$ cat config.mk
export PLATFORM = sky130hd
export DESIGN_NAME = serial_isp_instruction_engine
export DESIGN_NICKNAME = d
export VERILOG_FILES = /design/src/rtl/pin_sync.v /design/src/rtl/serial_isp_instruction_engine.v
export VERILOG_INCLUDE_DIRS = /design/src /design/src/rtl
export SDC_FILE = /design/constraint.sdc
export NUM_CORES = 2
export LEC_CHECK = 0
export ABC_AREA = 1
export BUFFER_PORTS_ARGS = -buffer_cell sky130_fd_sc_hd__buf_2
export CAP_MARGIN = 15
export CORE_UTILIZATION = 60
export CTS_BUF_LIST = sky130_fd_sc_hd__clkbuf_4 sky130_fd_sc_hd__clkbuf_8
export DETAILED_ROUTE_END_ITERATION = 8
export PLACE_DENSITY = 0.79
export SYNTH_ARGS = -nofsm -noshare
export SYNTH_HDL_FRONTEND = slang
export SYNTH_SLANG_ARGS = --single-unit
$ cat constraint.sdc
create_clock -name i_clk_sys -period 65.6 [get_ports i_clk_sys]
set_input_delay 3.28 -clock i_clk_sys [delete_from_list [all_inputs] [get_ports i_clk_sys]]
set_output_delay 3.28 -clock i_clk_sys [all_outputs]
set_load 0.02 [all_outputs]
$ cat src/rtl/isp_defines.vh
// constants for the serial programming instruction engine
`ifndef ISP_DEFINES_VH
`define ISP_DEFINES_VH
`define OP_ENABLE_ERASE   8'hac
`define OP_POLL           8'hf0
`define OP_LOAD_EXT       8'h4d
`define OP_LOAD_HIGH      8'h48
`define OP_LOAD_LOW       8'h40
`define OP_LOAD_EE_PAGE   8'hc1
`define OP_READ_HIGH      8'h28
`define OP_READ_LOW       8'h20
`define OP_READ_EE        8'ha0
`define OP_READ_LOCK_FH   8'h58
`define OP_READ_SIG       8'h30
`define OP_READ_FUSE_EF   8'h50
`define OP_READ_CAL       8'h38
`define OP_WRITE_PAGE     8'h4c
`define OP_WRITE_EE       8'hc0
`define OP_WRITE_EE_PAGE  8'hc2
`define SUB_ENABLE        8'h53
`define SUB_ERASE         8'h80
`define SUB_WRITE_LOCK    8'he0
`define SUB_FUSE_HIGH     8'h08
`define ERASED_BYTE       8'hff
`define RESET_LOCK        8'hff
`define CLK_SYS_MHZ       100
`define PAGE_WRITE_WAIT_US   4500
`define EEPROM_WRITE_WAIT_US 9000
`define CHIP_ERASE_WAIT_US   9000
`define PAGE_WRITE_WAIT_CYC   (`PAGE_WRITE_WAIT_US * `CLK_SYS_MHZ)
`define EEPROM_WRITE_WAIT_CYC (`EEPROM_WRITE_WAIT_US * `CLK_SYS_MHZ)
`define CHIP_ERASE_WAIT_CYC   (`CHIP_ERASE_WAIT_US * `CLK_SYS_MHZ)
`endif

$ cat src/rtl/pin_sync.v
// three-stage synchroniser with agreement filter for one pin
`timescale 1ns/100ps
module pin_sync (
	// clock and reset
	input  wire i_clk_sys,
	input  wire i_rst,
	// pin in, filtered level out
	input  wire i_pin,
	output reg  o_level
);
	reg s1;
	reg s2;
	reg s3;
	always @(posedge i_clk_sys or posedge i_rst) begin
		if (i_rst) begin
			s1      <= 1'b0;
			s2      <= 1'b0;
			s3      <= 1'b0;
			o_level <= 1'b0;
		end else begin
			s1 <= i_pin;
			s2 <= s1;
			s3 <= s2;
			if (s2 == s3) begin
				o_level <= s3;
			end
		end
	end
endmodule // pin_sync

$ cat src/rtl/serial_isp_instruction_engine.v
// serial in-system programming instruction engine
//
// Behaviour
// - mosi bits are sampled on rising serial clock edges
// - miso bits change on falling serial clock edges
// - echo 0x53 during byte three when in sync; programmer sends all four
// - write page commits buffer word 0 only, at address 14..8 plus bit 0 of stored extended byte
// - eeprom byte write self-erases, busy 9.0 ms
// - chip erase sets flash and eeprom to ff, busy 9.0 ms
// - reads return addressed content; flash msb from extended byte
// - decode ac 53 as enable and ac 80 as chip erase
// - decode 4d as load extended address and store it
// - decode 48 and 40 as page buffer high and low loads
// - decode c1 as eeprom page buffer load with 2-bit address
// - decode c0 write, a0 read, c2 page write on 11-bit eeprom address
// - decode 28 and 20 as flash high and low byte reads
// - return lock, fuses, signature and calibration in byte four
// - reset released high leaves programming mode
// - program and erase accepted only after successful enable
// - poll reply bit 0 is one while an operation is pending
// - decode ac e0 00 as lock write; zero means programmed
`timescale 1ns/100ps
`include "isp_defines.vh"
module serial_isp_instruction_engine #(
	parameter [31:0] PAGE_WRITE_WAIT_CYC   = `PAGE_WRITE_WAIT_CYC,
	parameter [31:0] EEPROM_WRITE_WAIT_CYC = `EEPROM_WRITE_WAIT_CYC,
	parameter [31:0] CHIP_ERASE_WAIT_CYC   = `CHIP_ERASE_WAIT_CYC,
	parameter [7:0]  SIG_BYTE0             = 8'h1e, // arbitrary
	parameter [7:0]  SIG_BYTE1             = 8'h2a, // arbitrary
	parameter [7:0]  SIG_BYTE2             = 8'h03, // arbitrary
	parameter [7:0]  CAL_BYTE              = 8'h80,
	parameter [7:0]  FUSE_LOW              = 8'h62,
	parameter [7:0]  FUSE_HIGH             = 8'h99,
	parameter [7:0]  FUSE_EXT              = 8'hff
) (
	// clock and reset
	input  wire        i_clk_sys,
	input  wire        i_rst,
	// serial programming pins
	input  wire        i_reset_pin,
	input  wire        i_sck,
	input  wire        i_mosi,
	output reg         o_miso,
	// memory write side
	output reg         o_flash_we,
	output reg  [15:0] o_flash_addr,
	output reg  [15:0] o_flash_data,
	output reg         o_ee_we,
	output reg  [10:0] o_ee_addr,
	output reg  [7:0]  o_ee_data,
	output reg         o_chip_erase,
	output reg  [7:0]  o_lock_bits,
	output reg         o_prog_mode,
	// memory read side
	input  wire [15:0] i_flash_rdata,
	input  wire [7:0]  i_ee_rdata
);
	// ****************************************************
	// pin synchronisers
	// ****************************************************
	wire sck_s;
	wire mosi_s;
	wire rst_s;
	pin_sync u_sck (.i_clk_sys(i_clk_sys), .i_rst(i_rst), .i_pin(i_sck), .o_level(sck_s));
	pin_sync u_mosi (.i_clk_sys(i_clk_sys), .i_rst(i_rst), .i_pin(i_mosi), .o_level(mosi_s));
	pin_sync u_rst (.i_clk_sys(i_clk_sys), .i_rst(i_rst), .i_pin(i_reset_pin),
		.o_level(rst_s));

	// ****************************************************
	// state
	// ****************************************************
	localparam ST_IDLE = 1'b0;
	localparam ST_BUSY = 1'b1;
	reg        sck_d;
	reg [4:0]  bit_cnt;
	reg [31:0] shift_in;
	reg [7:0]  shift_out;
	reg        enabled;
	reg [7:0]  ext_addr;
	reg [7:0]  page_lo [0:127];
	reg [7:0]  page_hi [0:127];
	reg [7:0]  ee_page [0:3];
	reg        state;
	reg [31:0] wait_cnt;
	reg [7:0]  read_byte;
	reg [7:0]  read_addr;
	wire rise = sck_s & ~sck_d;
	wire fall = ~sck_s & sck_d;
	wire [31:0] word = {shift_in[30:0], mosi_s};
	wire [7:0]  op = word[31:24];
	wire [7:0]  b2 = word[23:16];
	wire [7:0]  b3 = word[15:8];
	wire [7:0]  b4 = word[7:0];
	wire        busy = (state == ST_BUSY);
	integer i;

	// byte returned in byte four for a read opcode
	function [7:0] read_value;
		input [7:0]  fop;
		input [7:0]  fb2;
		input [7:0]  fb3;
		input [15:0] fdata;
		input [7:0]  fee;
		input [7:0]  flock;
		input        fbusy;
		begin
			read_value = 8'h00;
			if (fop == `OP_POLL) begin
				read_value = {7'h00, fbusy};
			end else if (fop == `OP_READ_HIGH) begin
				read_value = fdata[15:8];
			end else if (fop == `OP_READ_LOW) begin
				read_value = fdata[7:0];
			end else if (fop == `OP_READ_EE) begin
				read_value = fee;
			end else if (fop == `OP_READ_LOCK_FH) begin
				read_value = (fb2 == `SUB_FUSE_HIGH) ? FUSE_HIGH : flock;
			end else if (fop == `OP_READ_FUSE_EF) begin
				read_value = (fb2 == `SUB_FUSE_HIGH) ? FUSE_EXT : FUSE_LOW;
			end else if (fop == `OP_READ_SIG) begin
				read_value = (fb3[1:0] == 2'd0) ? SIG_BYTE0 :
					(fb3[1:0] == 2'd1) ? SIG_BYTE1 : SIG_BYTE2;
			end else if (fop == `OP_READ_CAL) begin
				read_value = CAL_BYTE;
			end
		end
	endfunction

	// ****************************************************
	// shifter, decoder and write sequencer
	// ****************************************************
	always @(posedge i_clk_sys or posedge i_rst) begin
		if (i_rst) begin
			sck_d        <= 1'b0;
			bit_cnt      <= 5'd0;
			shift_in     <= 32'h0;
			shift_out    <= 8'h00;
			o_miso       <= 1'b0;
			enabled      <= 1'b0;
			ext_addr     <= 8'h00;
			state        <= ST_IDLE;
			wait_cnt     <= 32'h0;
			read_byte    <= 8'h00;
			read_addr    <= 8'h00;
			o_flash_we   <= 1'b0;
			o_flash_addr <= 16'h0000;
			o_flash_data <= 16'h0000;
			o_ee_we      <= 1'b0;
			o_ee_addr    <= 11'h000;
			o_ee_data    <= 8'h00;
			o_chip_erase <= 1'b0;
			o_lock_bits  <= `RESET_LOCK;
			o_prog_mode  <= 1'b0;
			for (i = 0; i < 128; i = i + 1) begin
				page_lo[i] <= `ERASED_BYTE;
				page_hi[i] <= `ERASED_BYTE;
			end
			for (i = 0; i < 4; i = i + 1) begin
				ee_page[i] <= `ERASED_BYTE;
			end
		end else begin
			sck_d        <= sck_s;
			o_flash_we   <= 1'b0;
			o_ee_we      <= 1'b0;
			o_chip_erase <= 1'b0;
			o_prog_mode  <= enabled & ~rst_s;
			if (busy) begin
				if (wait_cnt <= 32'd1) begin
					state <= ST_IDLE;
				end
				wait_cnt <= wait_cnt - 32'd1;
			end
			if (rst_s) begin
				enabled <= 1'b0;
				bit_cnt <= 5'd0;
			end else if (rise) begin
				shift_in <= word;
				bit_cnt  <= bit_cnt + 5'd1;
				if (bit_cnt == 5'd23) begin
					// latch read address ahead of byte four
					o_flash_addr <= {ext_addr[0], word[14:8], word[7:0]};
					o_ee_addr    <= {word[10:8], word[7:0]};
					read_addr    <= word[7:0];
				end
				if (bit_cnt == 5'd31) begin
					bit_cnt <= 5'd0;
					if (op == `OP_ENABLE_ERASE && b2 == `SUB_ENABLE) begin
						enabled <= 1'b1;
					end
					if (enabled && !busy) begin
						if (op == `OP_ENABLE_ERASE && b2 == `SUB_ERASE) begin
							o_chip_erase <= 1'b1;
							o_lock_bits  <= `RESET_LOCK;
							state        <= ST_BUSY;
							wait_cnt     <= CHIP_ERASE_WAIT_CYC;
						end else if (op == `OP_ENABLE_ERASE && b2 == `SUB_WRITE_LOCK) begin
							o_lock_bits <= b4;
						end else if (op == `OP_LOAD_EXT) begin
							ext_addr <= b3;
						end else if (op == `OP_LOAD_HIGH) begin
							page_hi[b3[6:0]] <= b4;
						end else if (op == `OP_LOAD_LOW) begin
							page_lo[b3[6:0]] <= b4;
						end else if (op == `OP_LOAD_EE_PAGE) begin
							ee_page[b3[1:0]] <= b4;
						end else if (op == `OP_WRITE_PAGE) begin
							o_flash_addr <= {ext_addr[0], b2[6:0], 8'h00};
							state        <= ST_BUSY;
							wait_cnt     <= PAGE_WRITE_WAIT_CYC;
							o_flash_we   <= 1'b1;
						end else if (op == `OP_WRITE_EE) begin
							o_ee_addr <= {b2[2:0], b3};
							o_ee_data <= b4;
							o_ee_we   <= 1'b1;
							state     <= ST_BUSY;
							wait_cnt  <= EEPROM_WRITE_WAIT_CYC;
						end else if (op == `OP_WRITE_EE_PAGE) begin
							// page write with low bits zero
							o_ee_addr <= {b2[2:0], b3[7:2], 2'b00};
							o_ee_data <= ee_page[0];
							o_ee_we   <= 1'b1;
							state     <= ST_BUSY;
							wait_cnt  <= EEPROM_WRITE_WAIT_CYC;
						end
					end
				end
			end else if (fall) begin
				if (bit_cnt == 5'd16) begin
					// echo second byte during byte three
					shift_out <= {shift_in[6:0], 1'b0};
					o_miso    <= shift_in[7];
				end else if (bit_cnt == 5'd24) begin
					shift_out <= {read_byte[6:0], 1'b0};
					o_miso    <= read_byte[7];
				end else if (bit_cnt > 5'd16) begin
					shift_out <= {shift_out[6:0], 1'b0};
					o_miso    <= shift_out[7];
				end
			end
			// read data captured once the address is latched
			read_byte <= read_value(shift_in[23:16], shift_in[15:8], read_addr,
				o_flash_we ? {page_hi[7'd0], page_lo[7'd0]} : i_flash_rdata,
				i_ee_rdata, o_lock_bits, busy);
			if (o_flash_we) begin
				o_flash_data <= {page_hi[o_flash_addr[7:1]], page_lo[o_flash_addr[7:1]]};
			end
		end
	end
endmodule // serial_isp_instruction_engine

# --- After elaboration in Yosys (flattened, before gate mapping) ---
# Index checks and enable logic that the tools add are counted.
word_totals:
  regBits: 2246
  in_bits: 29
  output_inout_bits: 64
  elab_cells: 493
classes:
  add_sub_neg: 2
  n_lt_le_gt_ge: 7
  n_eq_ne: 28
  n_mux: 123
  bitwise: 17
  reduce_logical: 24
op_table:
  columns: ["op", "n"]
  rows:
  - ["$bwmux W1024", 2]
  - ["$mux W32", 14]
  - ["$mux W8", 23]
  - ["$mux W16", 11]
  - ["$mux W11", 12]
  - ["$bmux W8 S7", 2]
  - ["$eq A8 B8 Y1 const B", 8]
  - ["$demux W8 S7", 1]
  - ["$eq A8 B7 Y1 const B", 7]
  - ["$mux W1", 51]
  - ["$bwmux W32", 1]
  - ["$eq A8 B6 Y1 const B", 4]
  - ["$le A32 B1 Y1 const B", 1]
  - ["$sub A32 B1 Y32 const B", 1]
  - ["$eq A5 B5 Y1 const B", 4]
  - ["$demux W8 S2", 1]
  - ["$ge A8 B8 Y1 const B", 2]
  - ["$not A7 Y8", 2]
  - ["$mux W5", 3]
  - ["$mux W6", 2]
  - ["$reduce_and A12 Y1", 1]
  - ["$not A1 Y1", 11]
  - ["$reduce_and A10 Y1", 1]
  - ["$reduce_bool A2 Y1", 5]
  - ["other kinds (21)", 31]

# --- Longest topological paths before layout ---
logic_depth:
  ltp_word: 16
  mapped_depth: 16
  depth_no_buf: 15

# --- By module ---
# From an unflattened synthesis, not the netlist that was laid out.
unflattened:
  cells_unflattened: 14881
  area_unflattened_um2: 115258.0
modules_own_cells:
  columns: ["mod", "instances", "cells_each", "area_per_inst_um2", "seq_area_each_um2"]
  rows:
  - ["serial_isp_instruction_engine", 1, 14854, 114897.7, 57860.5]
  - ["pin_sync", 3, 9, 120.1, 100.1]

# --- Least setup slack after synthesis ---
# OpenSTA, ideal clock, no wires.
synth_path:
  path_type: "reg2out"
  from: "register o_lock_bits[1]"
  to: "output o_lock_bits[1]"
  t_arrival_ns: 0.569
  t_required_ns: 62.320
  path_slack_ns: 61.751
  stages_incl_launch_ff: 1
  path_buffers: 0
  cell_sequence: "dfstp_2"
synth_rtl:
  columns: ["element", "line_no", "rtl"]
  rows:
  - ["from (decl)", "serial_isp_instruction_engine.v:52", "output reg [7:0] o_lock_bits,"]
  - ["from (signal assigned)", "serial_isp_instruction_engine.v:152", "o_lock_bits <= `RESET_LOCK;"]
  - ["from (signal assigned)", "serial_isp_instruction_engine.v:193", "o_lock_bits <= `RESET_LOCK;"]
# No word-level cell between the ends.

==> impl_results.md <==
- Count of vias placed by the detailed router: 92100
- Crit Reg-Reg Endpoint: page_lo[600]$_DFFE_PP1P_
- Portion of synthesized cell area occupied by the leading cell type: 47.6%
- Fraction of layout cells with a size suffix above 1: 24.0%
- R2R Setup Slk: 60.07 ns
- Number of non-filler instances in the completed layout: approximately 16000
- Switching part of the total: ~28%
- Unrepaired setup endpoints after global routing: false
- Count of antenna-violating nets left after detailed routing: 0
- Post-synthesis net count: 13500
- Height of the die: 438 um
- Antenna violations before repair: 4
- Launch instance of the worst min-delay path: u_sck.s1$_DFF_PP0_
- Hold Buf Count CTS: 0
- Hold Fails Final Rpt: 0
- Resize count post-CTS: 0
- Post-CTS clock slew at the launch and capture registers of the worst setup and hold paths: 0.06 ns
- Smallest setup slack after layout: between 50 and 60 ns
- Clock Path Buffers: 4
- Count of input and output buffers: just over 90
- Overall fraction of global-route tracks in use: 33.2%
- First drt pass iteration count: 9
- Logic pwr share: 8.8%
- Die Width: 438 um
- Crit path top cell by count: sky130_fd_sc_hd__buf_4
- Initial core utilization: a little over 60%
- Share of the clock period used by the worst path after layout: 11.0%
- Net count, final: 13200
- Total congestion overflow: 0
- Element type at the critical path end: asynchronous set/reset pin
- Vias per std cell: ~5.8
- Ordered list of cells on the worst path: buf_2 > inv_8 > buf_12 > buf_4 > buf_4 > buf_4 > buf_4
- Post-synthesis cell count: roughly 13000
- Share of the yosys chip area belonging to registers: between 50% and 60%
- Area overhead of the layout relative to synthesis: 7.72%
- Final Power: 2.97 mW
- HPWL after detailed placement: about 190 mm
- Cell type with the largest total area after synthesis: sky130_fd_sc_hd__dfstp_2
- Clock tree root buffer cell: sky130_fd_sc_hd__clkbuf_8
- CP top delay family: buffers and inverters
- Depth of the worst register-to-register path: 14
- Number of setup buffers added after CTS: 0
- Slew @ Worst Pin: about 1.3 ns
- Count of placed standard cells including taps: approximately 15000
- Worst-case vdd ir drop: ~0.032 mV
- Highest achievable clock rate: 138 MHz
- Launching element type of the critical path: input port
- Number of placed I/O pins: 93
- Vias in the first global route: 90700
- Status: completed
- Distinct cell type count after synthesis: 47
- Clock period minus worst slack: 7.24 ns
- Core footprint: between 0.15 and 0.2 mm2
- Synthesis-stage register bit count: 2221
- Launching element of the worst setup path: i_rst
- Clock share of power: approximately 43%
- Number of placement rows: 159
- H-tree level count: 5
- Post-Syn Area per Cell: 8.46 um2
- Critical path class: in2async
- Top library cells by usage in the layout, fill and taps aside: sky130_fd_sc_hd__nand2_1, sky130_fd_sc_hd__inv_1, sky130_fd_sc_hd__dfstp_2
- Clock tree sinks: 2221
- Worst setup path endpoint: page_hi[865]$_DFFE_PP1P_
- Part of the power in registers: 48.3%
- Setup TNS: 0 ns
- Data arrival time of the critical path: 8.43 ns
- Max-Slew Margin vs Limit: 11.5%
- Highest-delay cell along the critical path: sky130_fd_sc_hd__buf_4
- Beginning of the worst register-to-register path: u_sck.o_level$_DFFE_PP0N_
- Maximum clock skew at final layout: roughly 0.08 ns
- Area of the mapped netlist: 0.114 mm2
- Data required time of the critical path: 66.78 ns
- Total setup violations reported at the end of the flow: 0
- Floorplan die area: roughly 0.19 mm2
- Syn. warnings: 0
- Slowest Stage Delay on Critical Path: 0.91 ns
- Maximum number of pins on one net before global-route repair: between 150 and 200
- Switching pwr: 0.845 mW
- Sum of buffers and inverters on the critical path: 7
- Initial DRC count: around 10000
- Internal power contribution: 2.12 mW
- Clock insertion delay at the later pin of the skew report: 1.10 ns
- Setup Slack @ Placement: 57.19 ns
- RD Place Congestion: 0.941
- Leading cell types by total area after synthesis: sky130_fd_sc_hd__dfstp_2, sky130_fd_sc_hd__mux2i_1, sky130_fd_sc_hd__nand3_1, sky130_fd_sc_hd__nand2_1, sky130_fd_sc_hd__inv_1
- Final Slew Violations: 0
- CTS tree: yes
- Max-cap viol count: 0
- Final routed DRC violation total: 0
- Number of buffers inserted during clock tree synthesis: 368
- Class of the tightest hold or removal check: reg2reg
- WP depth: 7
- First-pass GRT wire length: 505 mm
- Most frequent standard cell in the layout excluding fill and tap cells: sky130_fd_sc_hd__nand2_1
- Average wire length per cell after detail routing: 20.1 um
- Cell area power density: ~24 mW/mm2
- Total routed wirelength: around 320 mm
- Largest fanout on the critical path: 191
- Leakage power figure: between 50 and 60 nW
## worst min path at each step
stage,endpoint,depth (start not counted)
4_1_cts,u_sck.s2$_DFF_PP0_,0
6_report,u_sck.s2$_DFF_PP0_,0
3_5_place_dp,u_sck.s2$_DFF_PP0_,0
2_1_floorplan,u_mosi.s2$_DFF_PP0_,0
3_3_place_gp,u_rst.s2$_DFF_PP0_,0
5_1_grt,u_mosi.s2$_DFF_PP0_,0
## flip-flops by register name, indices dropped and copies added (netlist names), 2 cells and up
register	cells
page_hi	1024
page_lo	1024
wait_cnt	32
shift_in	31
o_flash_addr	16
o_flash_data	16
o_ee_addr	11
ee_page	8
o_ee_data	8
o_lock_bits	8
read_byte	8
shift_out	7
bit_cnt	5
read_addr	2
## cell families after synthesis
| logic type | synth area share (%) |
|---|---|
| XOR/XNOR | 0.200 |
| flip-flops | 51.1 |
| buffers and inverters | 10.5 |
| AO/OA/AOI/OAI | 5.91 |
| adder cells (fa/ha/maj) | 0.0813 |
| multiplexers | 8.97 |
| AND/OR/NAND/NOR | 23.3 |
## area by class of cell
type | instances | area, um2
Antenna cell | 6 | 15.0
Clock inverter | 22 | 168
Multi-Input combinational cell | 8138 | 43900
Timing Repair Buffer | 212 | 1540
Inverter | 2214 | 8350
Clock buffer | 601 | 7420
Sequential cell | 2221 | 58200
Tap cell | 2495 | 3120
Fill cell | 14900 | 65500
## power by group through the flow
| stage | clock [mW] | sequential (mW) | combinational, mW |
|---|---|---|---|
| 5_1_grt | 1.34 | 1.43 | 0.268 |
| 3_3_place_gp | 0 | 1.45 | 0.248 |
| 2_1_floorplan | 0 | 1.39 | 0.178 |
| 4_1_cts | 1.28 | 1.43 | 0.254 |
| 6_report | 1.27 | 1.43 | 0.262 |
| 3_5_place_dp | 0 | 1.45 | 0.253 |
## Yosys cell counts (all sizes together)
master / instances
nor2: 1181
or2: 5
o22ai: 4
clkbuf: 658
o2bb2ai: 1
o31ai: 1
nor4: 7
a32o: 2
maj3: 3
o2111ai: 2
dfstp: 2064
o211a: 1
and3: 1
nand3b: 1
mux2i: 1020
nand3: 2121
a21oi: 1121
a211oi: 1
o21ai: 184
inv: 2210
xnor2: 13
a22oi: 1
nand2: 2264
dfrtp: 157
mux2: 1
o211ai: 4
nand4: 19
nor3b: 3
buf: 234
xor2: 13
ha: 5
o221ai: 5
a31oi: 1
clkinv: 4
o21a: 3
nor3: 150
## metrics by stage
step                      util (%)  area [um2]  hold slack [ns]
after global placement        61.1      115000            0.332
after detailed placement      61.1      115000            0.343
final                         65.2      123000            0.352
after floorplan                  -      114000            0.331
after global routing          65.2      123000            0.367
after CTS                     65.2      123000            0.352
## per-layer routing
layer	part of all wire, %	GRT usage, %	wire length, um	vias up
met5	0.0025	0	8	-
li1	-	-	-	42000
met3	9.0	6.01	28700	1014
met4	5.8	18.8	18600	2
met1	39	43.6	125000	44700
met2	46	52.0	148000	4414
Note: power is estimated with default switching activity, not from simulation.
